$ cat src/instr_decode_map.vh
`ifndef INSTR_DECODE_MAP_VH
`define INSTR_DECODE_MAP_VH

// ----------------------------------------
// word layout
// ----------------------------------------
`define IW_WIDTH 14
`define IW_CLASS_HI 13
`define IW_CLASS_LO 12
`define IW_D_BIT 7
`define IW_F_HI 6
`define IW_B_HI 9
`define IW_B_LO 7
`define IW_K8_HI 7
`define IW_K11_HI 10
`define IW_CALL_GOTO_BIT 11

// ----------------------------------------
// classes and fixed words
// ----------------------------------------
`define CLS_BYTE 2'h0
`define CLS_BIT 2'h1
`define CLS_JUMP 2'h2
`define CLS_LIT 2'h3
`define W_SLEEP 14'h0063
`define W_CLRWDT 14'h0064
`define W_RETFIE 14'h0009
`define W_RETURN 14'h0008

// ----------------------------------------
// timing
// ----------------------------------------
`define Q_PHASES 4
`define Q_LAST 2'h3

// ----------------------------------------
// operation codes
// ----------------------------------------
`define OP_NOP 6'h00
`define OP_MOVWF 6'h01
`define OP_CLRW 6'h02
`define OP_CLRF 6'h03
`define OP_SUBWF 6'h04
`define OP_DECF 6'h05
`define OP_IORWF 6'h06
`define OP_ANDWF 6'h07
`define OP_XORWF 6'h08
`define OP_ADDWF 6'h09
`define OP_MOVF 6'h0A
`define OP_COMF 6'h0B
`define OP_INCF 6'h0C
`define OP_DECFSZ 6'h0D
`define OP_RRF 6'h0E
`define OP_RLF 6'h0F
`define OP_SWAPF 6'h10
`define OP_INCFSZ 6'h11
`define OP_BCF 6'h12
`define OP_BSF 6'h13
`define OP_BTFSC 6'h14
`define OP_BTFSS 6'h15
`define OP_CALL 6'h16
`define OP_GOTO 6'h17
`define OP_MOVLW 6'h18
`define OP_RETLW 6'h19
`define OP_IORLW 6'h1A
`define OP_ANDLW 6'h1B
`define OP_XORLW 6'h1C
`define OP_SUBLW 6'h1D
`define OP_ADDLW 6'h1E
`define OP_RETFIE 6'h1F
`define OP_RETURN 6'h20
`define OP_SLEEP 6'h21
`define OP_CLRWDT 6'h22
`define OP_ILLEGAL 6'h3F

`endif

$ cat src/bit_mask_gen.v
`include "instr_decode_map.vh"

// one-hot set/clear masks for bit operations
module bit_mask_gen (
  input wire [2:0] bit_sel,
  output wire [7:0] bit_onehot
);
  // ----------------------------------------
  // per-bit select
  // ----------------------------------------
  genvar i;
  generate
    for (i = 0; i < 8; i = i + 1) begin : g_bit
      // widen the select instead of slicing the loop index, which not every front end allows
      assign bit_onehot[i] = ({29'h0000000, bit_sel} == i);
    end
  endgenerate
endmodule // bit_mask_gen

$ cat src/instruction_field_decoder.v
`include "instr_decode_map.vh"

// decodes fetched words and sequences the four-phase instruction cycle
module instruction_field_decoder (
  input wire ref_clk,
  input wire rst_b,
  input wire [13:0] instr_word,
  input wire cond_true,
  input wire [7:0] file_rd_data,
  output reg [5:0] op_code_q,
  output reg [1:0] op_class_q,
  output reg [6:0] file_addr_q,
  output reg dest_file_q,
  output reg dest_acc_q,
  output reg [2:0] bit_sel_q,
  output reg [7:0] lit8_q,
  output reg [10:0] lit11_q,
  output reg [7:0] bit_result_q,
  output reg sleep_q,
  output reg clr_timeout_q,
  output reg flush_q,
  output reg [1:0] q_phase_q,
  output wire fetch_strobe,
  output wire exec_strobe
);
  // ----------------------------------------
  // phase counter
  // ----------------------------------------
  reg [1:0] q_phase_d;
  reg flush_d;
  reg [5:0] op_d;
  wire [7:0] bit_onehot;
  wire [1:0] cls;
  wire changes_pc;
  wire is_skip;
  wire has_dest;
  reg dest_file_d;
  reg dest_acc_d;
  reg [7:0] bit_result_d;

  assign cls = instr_word[`IW_CLASS_HI:`IW_CLASS_LO];
  assign fetch_strobe = (q_phase_q == `Q_LAST); // word latched at end of cycle
  assign exec_strobe = (q_phase_q == 2'h0) & ~flush_q;

  // four oscillator periods per instruction cycle
  always @* begin
    q_phase_d = q_phase_q + 2'h1; // wraps after four
  end

  // ----------------------------------------
  // opcode decode
  // ----------------------------------------
  // x positions are simply never compared
  always @* begin
    op_d = `OP_ILLEGAL;
    case (cls)
      `CLS_BYTE: begin
        case (instr_word[11:8])
          4'h0: begin
            if (instr_word[7]) begin
              op_d = `OP_MOVWF;
            end else if (instr_word == `W_SLEEP) begin
              op_d = `OP_SLEEP;
            end else if (instr_word == `W_CLRWDT) begin
              op_d = `OP_CLRWDT;
            end else if (instr_word == `W_RETFIE) begin
              op_d = `OP_RETFIE;
            end else if (instr_word == `W_RETURN) begin
              op_d = `OP_RETURN;
            end else if (instr_word[4:0] == 5'h00 && instr_word[7] == 1'b0) begin
              op_d = `OP_NOP; // bits 6:5 ignored
            end else begin
              op_d = `OP_ILLEGAL;
            end
          end
          4'h1: op_d = instr_word[7] ? `OP_CLRF : `OP_CLRW;
          4'h2: op_d = `OP_SUBWF;
          4'h3: op_d = `OP_DECF;
          4'h4: op_d = `OP_IORWF;
          4'h5: op_d = `OP_ANDWF;
          4'h6: op_d = `OP_XORWF;
          4'h7: op_d = `OP_ADDWF;
          4'h8: op_d = `OP_MOVF;
          4'h9: op_d = `OP_COMF;
          4'hA: op_d = `OP_INCF;
          4'hB: op_d = `OP_DECFSZ;
          4'hC: op_d = `OP_RRF;
          4'hD: op_d = `OP_RLF;
          4'hE: op_d = `OP_SWAPF;
          default: op_d = `OP_INCFSZ;
        endcase
      end
      `CLS_BIT: begin
        case (instr_word[11:10])
          2'h0: op_d = `OP_BCF;
          2'h1: op_d = `OP_BSF;
          2'h2: op_d = `OP_BTFSC;
          default: op_d = `OP_BTFSS;
        endcase
      end
      `CLS_JUMP: op_d = instr_word[`IW_CALL_GOTO_BIT] ? `OP_GOTO : `OP_CALL;
      default: begin
        casez (instr_word[11:8])
          4'b00??: op_d = `OP_MOVLW;
          4'b01??: op_d = `OP_RETLW;
          4'b1000: op_d = `OP_IORLW;
          4'b1001: op_d = `OP_ANDLW;
          4'b1010: op_d = `OP_XORLW;
          4'b110?: op_d = `OP_SUBLW;
          4'b111?: op_d = `OP_ADDLW;
          default: op_d = `OP_ILLEGAL;
        endcase
      end
    endcase
  end

  // ----------------------------------------
  // second-cycle decision
  // ----------------------------------------
  // pc writes always take two cycles; skips only when the test holds
  assign changes_pc = (op_d == `OP_CALL) | (op_d == `OP_GOTO) | (op_d == `OP_RETLW) |
                      (op_d == `OP_RETFIE) | (op_d == `OP_RETURN);
  assign is_skip = (op_d == `OP_DECFSZ) | (op_d == `OP_INCFSZ) |
                   (op_d == `OP_BTFSC) | (op_d == `OP_BTFSS);

  always @* begin
    flush_d = changes_pc | (is_skip & cond_true);
  end

  bit_mask_gen u_mask (
    .bit_sel(instr_word[`IW_B_HI:`IW_B_LO]),
    .bit_onehot(bit_onehot)
  );

  // ----------------------------------------
  // destination and bit result
  // ----------------------------------------
  // control words share the byte class but carry no d field to route
  assign has_dest = (cls == `CLS_BYTE) & (op_d != `OP_ILLEGAL) & (op_d != `OP_NOP) &
                    (op_d != `OP_SLEEP) & (op_d != `OP_CLRWDT) & (op_d != `OP_RETFIE) &
                    (op_d != `OP_RETURN);

  // d = 0 keeps the result in the accumulator, d = 1 writes it back
  always @* begin
    dest_file_d = has_dest & instr_word[`IW_D_BIT];
    dest_acc_d = has_dest & ~instr_word[`IW_D_BIT];
  end

  // read-modify-write touches one bit only; other ops pass the byte through
  always @* begin
    if (op_d == `OP_BSF) begin
      bit_result_d = file_rd_data | bit_onehot;
    end else if (op_d == `OP_BCF) begin
      bit_result_d = file_rd_data & ~bit_onehot;
    end else begin
      bit_result_d = file_rd_data;
    end
  end

  // ----------------------------------------
  // phase register
  // ----------------------------------------
  // free running: the core never stalls mid-cycle, so no enable is needed
  always @(posedge ref_clk or negedge rst_b) begin
    if (!rst_b) begin
      q_phase_q <= 2'h0;
    end else begin
      q_phase_q <= q_phase_d;
    end
  end

  // ----------------------------------------
  // field registers
  // ----------------------------------------
  // fields load at the end of the fetch cycle; a flushed slot decodes as nop
  always @(posedge ref_clk or negedge rst_b) begin
    if (!rst_b) begin
      op_code_q <= `OP_NOP;
      op_class_q <= `CLS_BYTE;
      file_addr_q <= 7'h00;
      dest_file_q <= 1'b0;
      dest_acc_q <= 1'b0;
      bit_sel_q <= 3'h0;
      lit8_q <= 8'h00;
      lit11_q <= 11'h000;
      bit_result_q <= 8'h00;
    end else if (fetch_strobe) begin
      if (flush_q) begin
        // the fetched word is discarded: second cycle runs as a nop
        op_code_q <= `OP_NOP;
        op_class_q <= `CLS_BYTE;
        dest_file_q <= 1'b0;
        dest_acc_q <= 1'b0;
      end else begin
        op_code_q <= op_d;
        op_class_q <= cls;
        file_addr_q <= instr_word[`IW_F_HI:0];
        dest_file_q <= dest_file_d;
        dest_acc_q <= dest_acc_d;
        bit_sel_q <= instr_word[`IW_B_HI:`IW_B_LO];
        lit8_q <= instr_word[`IW_K8_HI:0];
        lit11_q <= instr_word[`IW_K11_HI:0];
        bit_result_q <= bit_result_d;
      end
    end
  end

  // ----------------------------------------
  // control flags
  // ----------------------------------------
  // flags last one instruction cycle; a flushed slot drops them so a discarded word never acts
  always @(posedge ref_clk or negedge rst_b) begin
    if (!rst_b) begin
      sleep_q <= 1'b0;
      clr_timeout_q <= 1'b0;
      flush_q <= 1'b0;
    end else if (fetch_strobe) begin
      if (flush_q) begin
        sleep_q <= 1'b0;
        clr_timeout_q <= 1'b0;
        flush_q <= 1'b0; // one nop slot per taken skip or branch
      end else begin
        sleep_q <= (op_d == `OP_SLEEP); // core clears power-down, sets time-out
        clr_timeout_q <= (op_d == `OP_SLEEP) | (op_d == `OP_CLRWDT);
        flush_q <= flush_d;
      end
    end
  end
endmodule // instruction_field_decoder

$ cat config.mk
export PLATFORM = sky130hd
export DESIGN_NAME = instruction_field_decoder
export DESIGN_NICKNAME = d
export VERILOG_FILES = /design/src/bit_mask_gen.v /design/src/instruction_field_decoder.v
export VERILOG_INCLUDE_DIRS = /design/src /design/src/src
export SDC_FILE = /design/constraint.sdc
export NUM_CORES = 1
export LEC_CHECK = 0
export BUFFER_PORTS_ARGS = -buffer_cell sky130_fd_sc_hd__buf_2
export CORE_MARGIN = 2
export CORE_UTILIZATION = 25
export DETAILED_ROUTE_END_ITERATION = 12
export GPL_TIMING_DRIVEN = 0
export SYNTH_ARGS = -nofsm -noshare
export SYNTH_HDL_FRONTEND = slang
export SYNTH_SLANG_ARGS = --single-unit
$ cat constraint.sdc
create_clock -name ref_clk -period 1.8 [get_ports ref_clk]
set_input_delay 0.27 -clock ref_clk [delete_from_list [all_inputs] [get_ports ref_clk]]
set_output_delay 0.27 -clock ref_clk [all_outputs]
set_load 0.02 [all_outputs]
==> run summary, run 1 <==
Period Utilization, post-route -> 1.04
# Max-Cap Violations -> 0
Syn Inst Count -> 248
final wirelength -> 6.74 mm
synthesized-area fraction occupied by and/or/nand/nor cells -> 0.270
Area Overhead vs Synth -> 50.5%
Max Slew Vio Count -> 0
gp weighted congestion -> 0.862
synthesized area per cell -> 8.96 sq um
Nets -> 383
root buf cell -> clkbuf_8
Reg2Reg Depth -> 6
P_leak -> 1.57 nW
Crit. End Element -> register
Final Hold Viols -> 0
Most Crowded Layer GR -> met2
most frequent cells in the layout -> buf_2, nand2_1, buf_4
initial DRC count -> 114
status -> complete, but fails checks
Synth Area in Adders -> 0.0338
Routed Antenna Nets -> 0
CP Max Fanout -> 4
Vert. Die Dim -> 98.3 um
post-synthesis xor/xnor area fraction -> 0.00788
Tmin final -> 1870 ps
Starting Density -> 0.256
yosys warns -> 0
met2 Usage GRT -> 0.221
total grt overflow -> 0
gr usage total -> 0.137
failing checks -> negative setup slack
per-cell routed wire length -> 14.6 um
Seq/Total Area, Yosys -> 0.383
M3 GR Usage -> 0.0308
final core occ -> 0.385
DRC -> 0
mux contribution to synthesized area -> 0.0270
fmax -> 535 MHz
cts hold-fix bufs -> 0
Synth Area in Compound Gates -> 0.164
Post-synth EDFFs -> 0
Yosys reg bits -> 34
reg-to-reg setup timing slack -> 190 ps
Post-Syn Area -> 2220 sq um
CTS buffer count -> 5
Num Clock Sinks -> 34
Pwr Density -> 800 nW/um^2
RSZ-0062 raised after global routing -> yes
FFs w/ async S/R, synth -> 1.00
DPL Wire Length -> 4.93 mm
port buffer count -> 76
TritonCTS clock tree -> done
Min-Delay Path Class -> in -> async
GR Util met1 -> 0.180
main combinational cell family by area after synthesis -> simple AND/OR/NAND/NOR gates
Clk Latency, worst-skew pair -> 290 ps
Slew HR -> 0.471
first-pass GRT wire length -> 10.7 mm
clock buffer depth -> 2
top_reg_cell synth -> dfrtp_1
worst vdd ir -> 263 uV
vias per cell -> 4.70
Worst-Margin Slew -> 793 ps
Setup Viol. Count Final -> 10
First-pass DRT Iterations -> 4
worst r2r src -> q_phase_q[0]
share of cells above drive strength 1 -> 0.516
H-tree depth -> 2
Diodes inserted -> 0
DIE AREA -> 9660 sq um
placed cell area -> 2870 sq um
core box area -> 8680 sq um
most common cell after layout, fill and taps aside -> buf_2
DR vias -> 2167
IO Count -> 79
worst setup margin -> -67.7 ps
Distinct cells, synth -> 56
clock slew at reported path FFs -> 70 ps
r2r endpoint -> flush_q
startpoint types -> primary input
Row Count -> 34
CP required -> 1970 ps
CP Data Arrival Time -> 2040 ps
DIE WIDTH -> 98.3 um
crit path kind -> in -> reg
Mapped Nets -> 279
Final Cell Area -> 3340 sq um
Fin Clk Skew -> 4.45 ps
Final Power -> 0.00267 W
via count of the first global-routing pass -> 2052
initial antenna violation count -> 0
largest net degree at the start of global routing -> 35
[area by class of cell]
cell class | instances | area (sq um)
Fill cell | 846 | 5340
Timing Repair Buffer | 97 | 594
Buffer | 30 | 244
Clock buffer | 7 | 86.3
Clock inverter | 1 | 5.00
Sequential cell | 34 | 851
Inverter | 14 | 76.3
Multi-Input combinational cell | 170 | 1350
Tap cell | 108 | 135
[repair_timing]
action,CTS,global route
gates resized for setup,33,25
cloned,1,0
endpoints found under the hold margin,0,0
pin swaps,11,13
endpoints found under the setup margin,19,18
setup buffers,6,15
[stage by stage]
stage / setup TNS (ps) / hold WS, ps / worst slack [ps] / instances
finish: -380 / 66.6 / -67.7 / 461
global route: -1210 / 138 / -141 / 461
CTS: -230 / 88.5 / -47.0 / 446
detailed placement: -5930 / 397 / -610 / 432
global placement: -5390 / 392 / -568 / 432
floorplan: -415 / -25.6 / -204 / 248
[cell families (layout without fill, tap and decap cells)]
kind of cell	after synthesis	count (layout)
simple gates	104	105
compound gates	51	51
buf+inv	45	149
flops	34	34
fa+ha+maj	6	6
mux	6	6
xor+xnor	2	2
[state kept, by name, summed over array words and instances, names as in the netlist]
name	cells
dest_file_q	1
lit11_q	2
bit_result_q	8
dest_acc_q	1
file_addr_q	6
sleep_q	1
bit_sel_q	2
op_code_q	6
clr_timeout_q	1
op_class_q	2
lit8_q	1
flush_q	1
q_phase_q	2
[per-layer routing]
| metal | part of all wire | vias to the layer above |
|---|---|---|
| li1 | - | 1067 |
| met2 | 0.49 | 57 |
| met1 | 0.44 | 1033 |
| met5 | 0 | - |
| met3 | 0.052 | 10 |
| met4 | 0.017 | 0 |
[worst max-delay path, stage by stage]
cell	delay (ps)
buf_12	100
inv_12	30
ha_4	250
nor2b_4	150
a31oi_4	60
nor4_4	320
buf_4	180
nand4b_4	150
nor4_4	210
mux2i_1	230
o21ai_1	70
[Yosys cell counts, types with 5 or more instances]
library cell,instances,share of area
a31oi_1,5,0.014
clkbuf_1,7,0.012
nor2_1,13,0.022
dfrtp_1,34,0.38
nand2_1,42,0.071
nor3_1,10,0.023
mux2i_1,6,0.027
ha_1,6,0.034
buf_4,20,0.068
inv_1,14,0.024
o21ai_0,11,0.025
a21oi_1,6,0.014
[how the worst max path moves through the flow]
| stage | end | startpoint |
|---|---|---|
| final | bit_result_q[0] | instr_word[13] |
| after CTS | bit_result_q[3] | instr_word[13] |
| after global routing | bit_result_q[0] | instr_word[13] |
| after floorplan | bit_result_q[6] | instr_word[13] |
| after global placement | bit_result_q[6] | instr_word[13] |
| after detailed placement | bit_result_q[6] | instr_word[13] |
[where the power goes]
group          switching, W  total, W  internal (W)  leakage, nW
Clock              0.000277  0.000585      0.000309       0.0482
Combinational      0.000625   0.00110      0.000480         1.10
Sequential        0.0000961  0.000984      0.000888        0.415
Total              0.000998   0.00267       0.00168         1.57
(Power assumes the default switching activity.)
==> inputs of run 2 (changes only) <==
==> constraint.sdc (replaced) <==
create_clock -name ref_clk -period 1.8 [get_ports ref_clk]
set_input_delay 0.18 -clock ref_clk [delete_from_list [all_inputs] [get_ports ref_clk]]
set_output_delay 0.18 -clock ref_clk [all_outputs]
set_load 0.02 [all_outputs]
==> run summary, run 2 (synthesized netlist as in run 1, its figures left out) <==
non-filler cells in the finished layout -> 455
fmax -> 571 MHz
clock slew at reported path FFs -> 60 ps
Slew HR -> 0.496
gp weighted congestion -> 0.870
DIE AREA -> 9660 sq um
Fin Clk Skew -> 4.14 ps
gr usage total -> 0.128
Row Count -> 34
Clk Latency, worst-skew pair -> 290 ps
H-tree depth -> 2
Diodes inserted -> 0
worst vdd ir -> 257 uV
startpoint types -> primary input
DIE WIDTH -> 98.3 um
GR Util met1 -> 0.161
Crit. End Element -> register
Nets -> 379
Min-Delay Path Class -> in -> reg
most common cell after layout, fill and taps aside -> buf_2
Max Slew Vio Count -> 0
First-pass DRT Iterations -> 4
Largest Register -> bit_result_q
Setup Viol. Count Final -> 0
Most Crowded Layer GR -> met2
share of cells above drive strength 1 -> 0.478
M3 GR Usage -> 0.0236
Period Utilization, post-route -> 0.973
max reg flops -> 8
status -> completed
TritonCTS clock tree -> done
dpl ws -> -593 ps
Vert. Die Dim -> 98.3 um
P_leak -> 1.54 nW
Routed Antenna Nets -> 0
total grt overflow -> 0
# fillers -> 870
crit path kind -> in -> reg
Final Cell Area -> 3250 sq um
top flop regs -> bit_result_q x8, file_addr_q x6, op_code_q x6
Num Clock Sinks -> 34
core box area -> 8680 sq um
via count of the first global-routing pass -> 2014
RSZ-0062 raised after global routing -> yes
final wirelength -> 6.30 mm
placed cell area -> 2840 sq um
root buf cell -> clkbuf_8
met2 Usage GRT -> 0.214
port buffer count -> 76
IO Count -> 79
DPL Wire Length -> 4.85 mm
Area Overhead vs Synth -> 46.3%
clock buffer depth -> 2
CTS buffer count -> 5
Starting Density -> 0.256
vias per cell -> 4.71
first-pass GRT wire length -> 10.0 mm
per-cell routed wire length -> 13.8 um
CP Max Fanout -> 10
initial antenna violation count -> 0
Pwr Density -> 799 nW/um^2
# Max-Cap Violations -> 0
Worst-Margin Slew -> 756 ps
Final Hold Viols -> 0
reg-to-reg setup timing slack -> 190 ps
DRC -> 0
largest net degree at the start of global routing -> 35
CP Data Arrival Time -> 1930 ps
initial DRC count -> 57
Placed Instances -> 432
most frequent cells in the layout -> buf_2, nand2_1, buf_4, dfrtp_1, inv_1
final core occ -> 0.375
DR vias -> 2141
Tmin final -> 1750 ps
WHS -> 123 ps
CP required -> 1980 ps
worst setup margin -> 49.2 ps
[run 2: changes by cell type in the layout (fill, tap and decap cells not counted), sizes merged]
cell,before,now
clkinvlp,1,0
dlygate4sd3,0,1
buf,122,116
clkinv,1,0
clkbuf,12,13
nand4b,2,1
inv,13,14
[run 2: stage by stage]
step / setup TNS, ps / total power [W]
2_1_floorplan: -189 / 0.00165
3_3_place_gp: -5150 / 0.00197
3_5_place_dp: -5700 / 0.00199
4_1_cts: -19.0 / 0.00258
5_1_grt: -166 / 0.00275
6_report: 0 / 0.00260
[run 2: path summary, 6_finish.rpt]
check                                 from              end  depth (start not counted)
setup / recovery            instr_word[12]       dest_acc_q                         10
hold / removal               instr_word[0]   file_addr_q[0]                          3
max in group asynchronous            rst_b   file_addr_q[1]                          2
setup reg to reg              q_phase_q[0]          flush_q                          6
min in group asynchronous            rst_b     q_phase_q[1]                          2
hold reg to reg            bit_result_q[7]  bit_result_q[7]                          2
[run 2: layout make-up]
cell class / count / area (sq um) / share of cell area
tap: 108 / 135 / 0.0416
timing repair buffer: 95 / 602 / 0.185
buffer: 29 / 244 / 0.0750
multi-input combinational: 169 / 1260 / 0.389
sequential: 34 / 851 / 0.262
inverter: 14 / 72.6 / 0.0223
clock buffer: 6 / 82.6 / 0.0254
[run 2: metal layers]
| metal | wire length (um) | part of all wire | vias to the layer above |
|---|---|---|---|
| met2 | 3090 | 0.49 | 53 |
| met3 | 289 | 0.046 | 15 |
| met4 | 166 | 0.026 | 0 |
| li1 | - | - | 1059 |
| met1 | 2760 | 0.44 | 1014 |
| met5 | 0 | 0 | - |
[run 2: repair_timing]
item / 4_1_cts / 5_1_grt
pin swaps: 7 / 10
endpoints found under the setup margin: 20 / 22
cloned: 0 / 1
gates resized for setup: 23 / 23
buffers inserted: 4 / 13
endpoints found under the hold margin: 34 / 0
hold buffers: 1 / 0
[run 2: power by group]
part | switching [W] | internal [W] | total, W
registers | 0.0000939 | 0.000889 | 0.000982
logic | 0.000599 | 0.000465 | 0.00106
clock network | 0.000256 | 0.000295 | 0.000550
total | 0.000949 | 0.00165 | 0.00260
[run 2: critical path, cell delays in order]
cell	delay, ps
buf_8	110
ha_1	210
clkbuf_8	170
nor2_1	90
o221ai_1	140
a31o_4	260
and2_2	240
xnor2_1	150
o21a_1	180
a22o_1	190
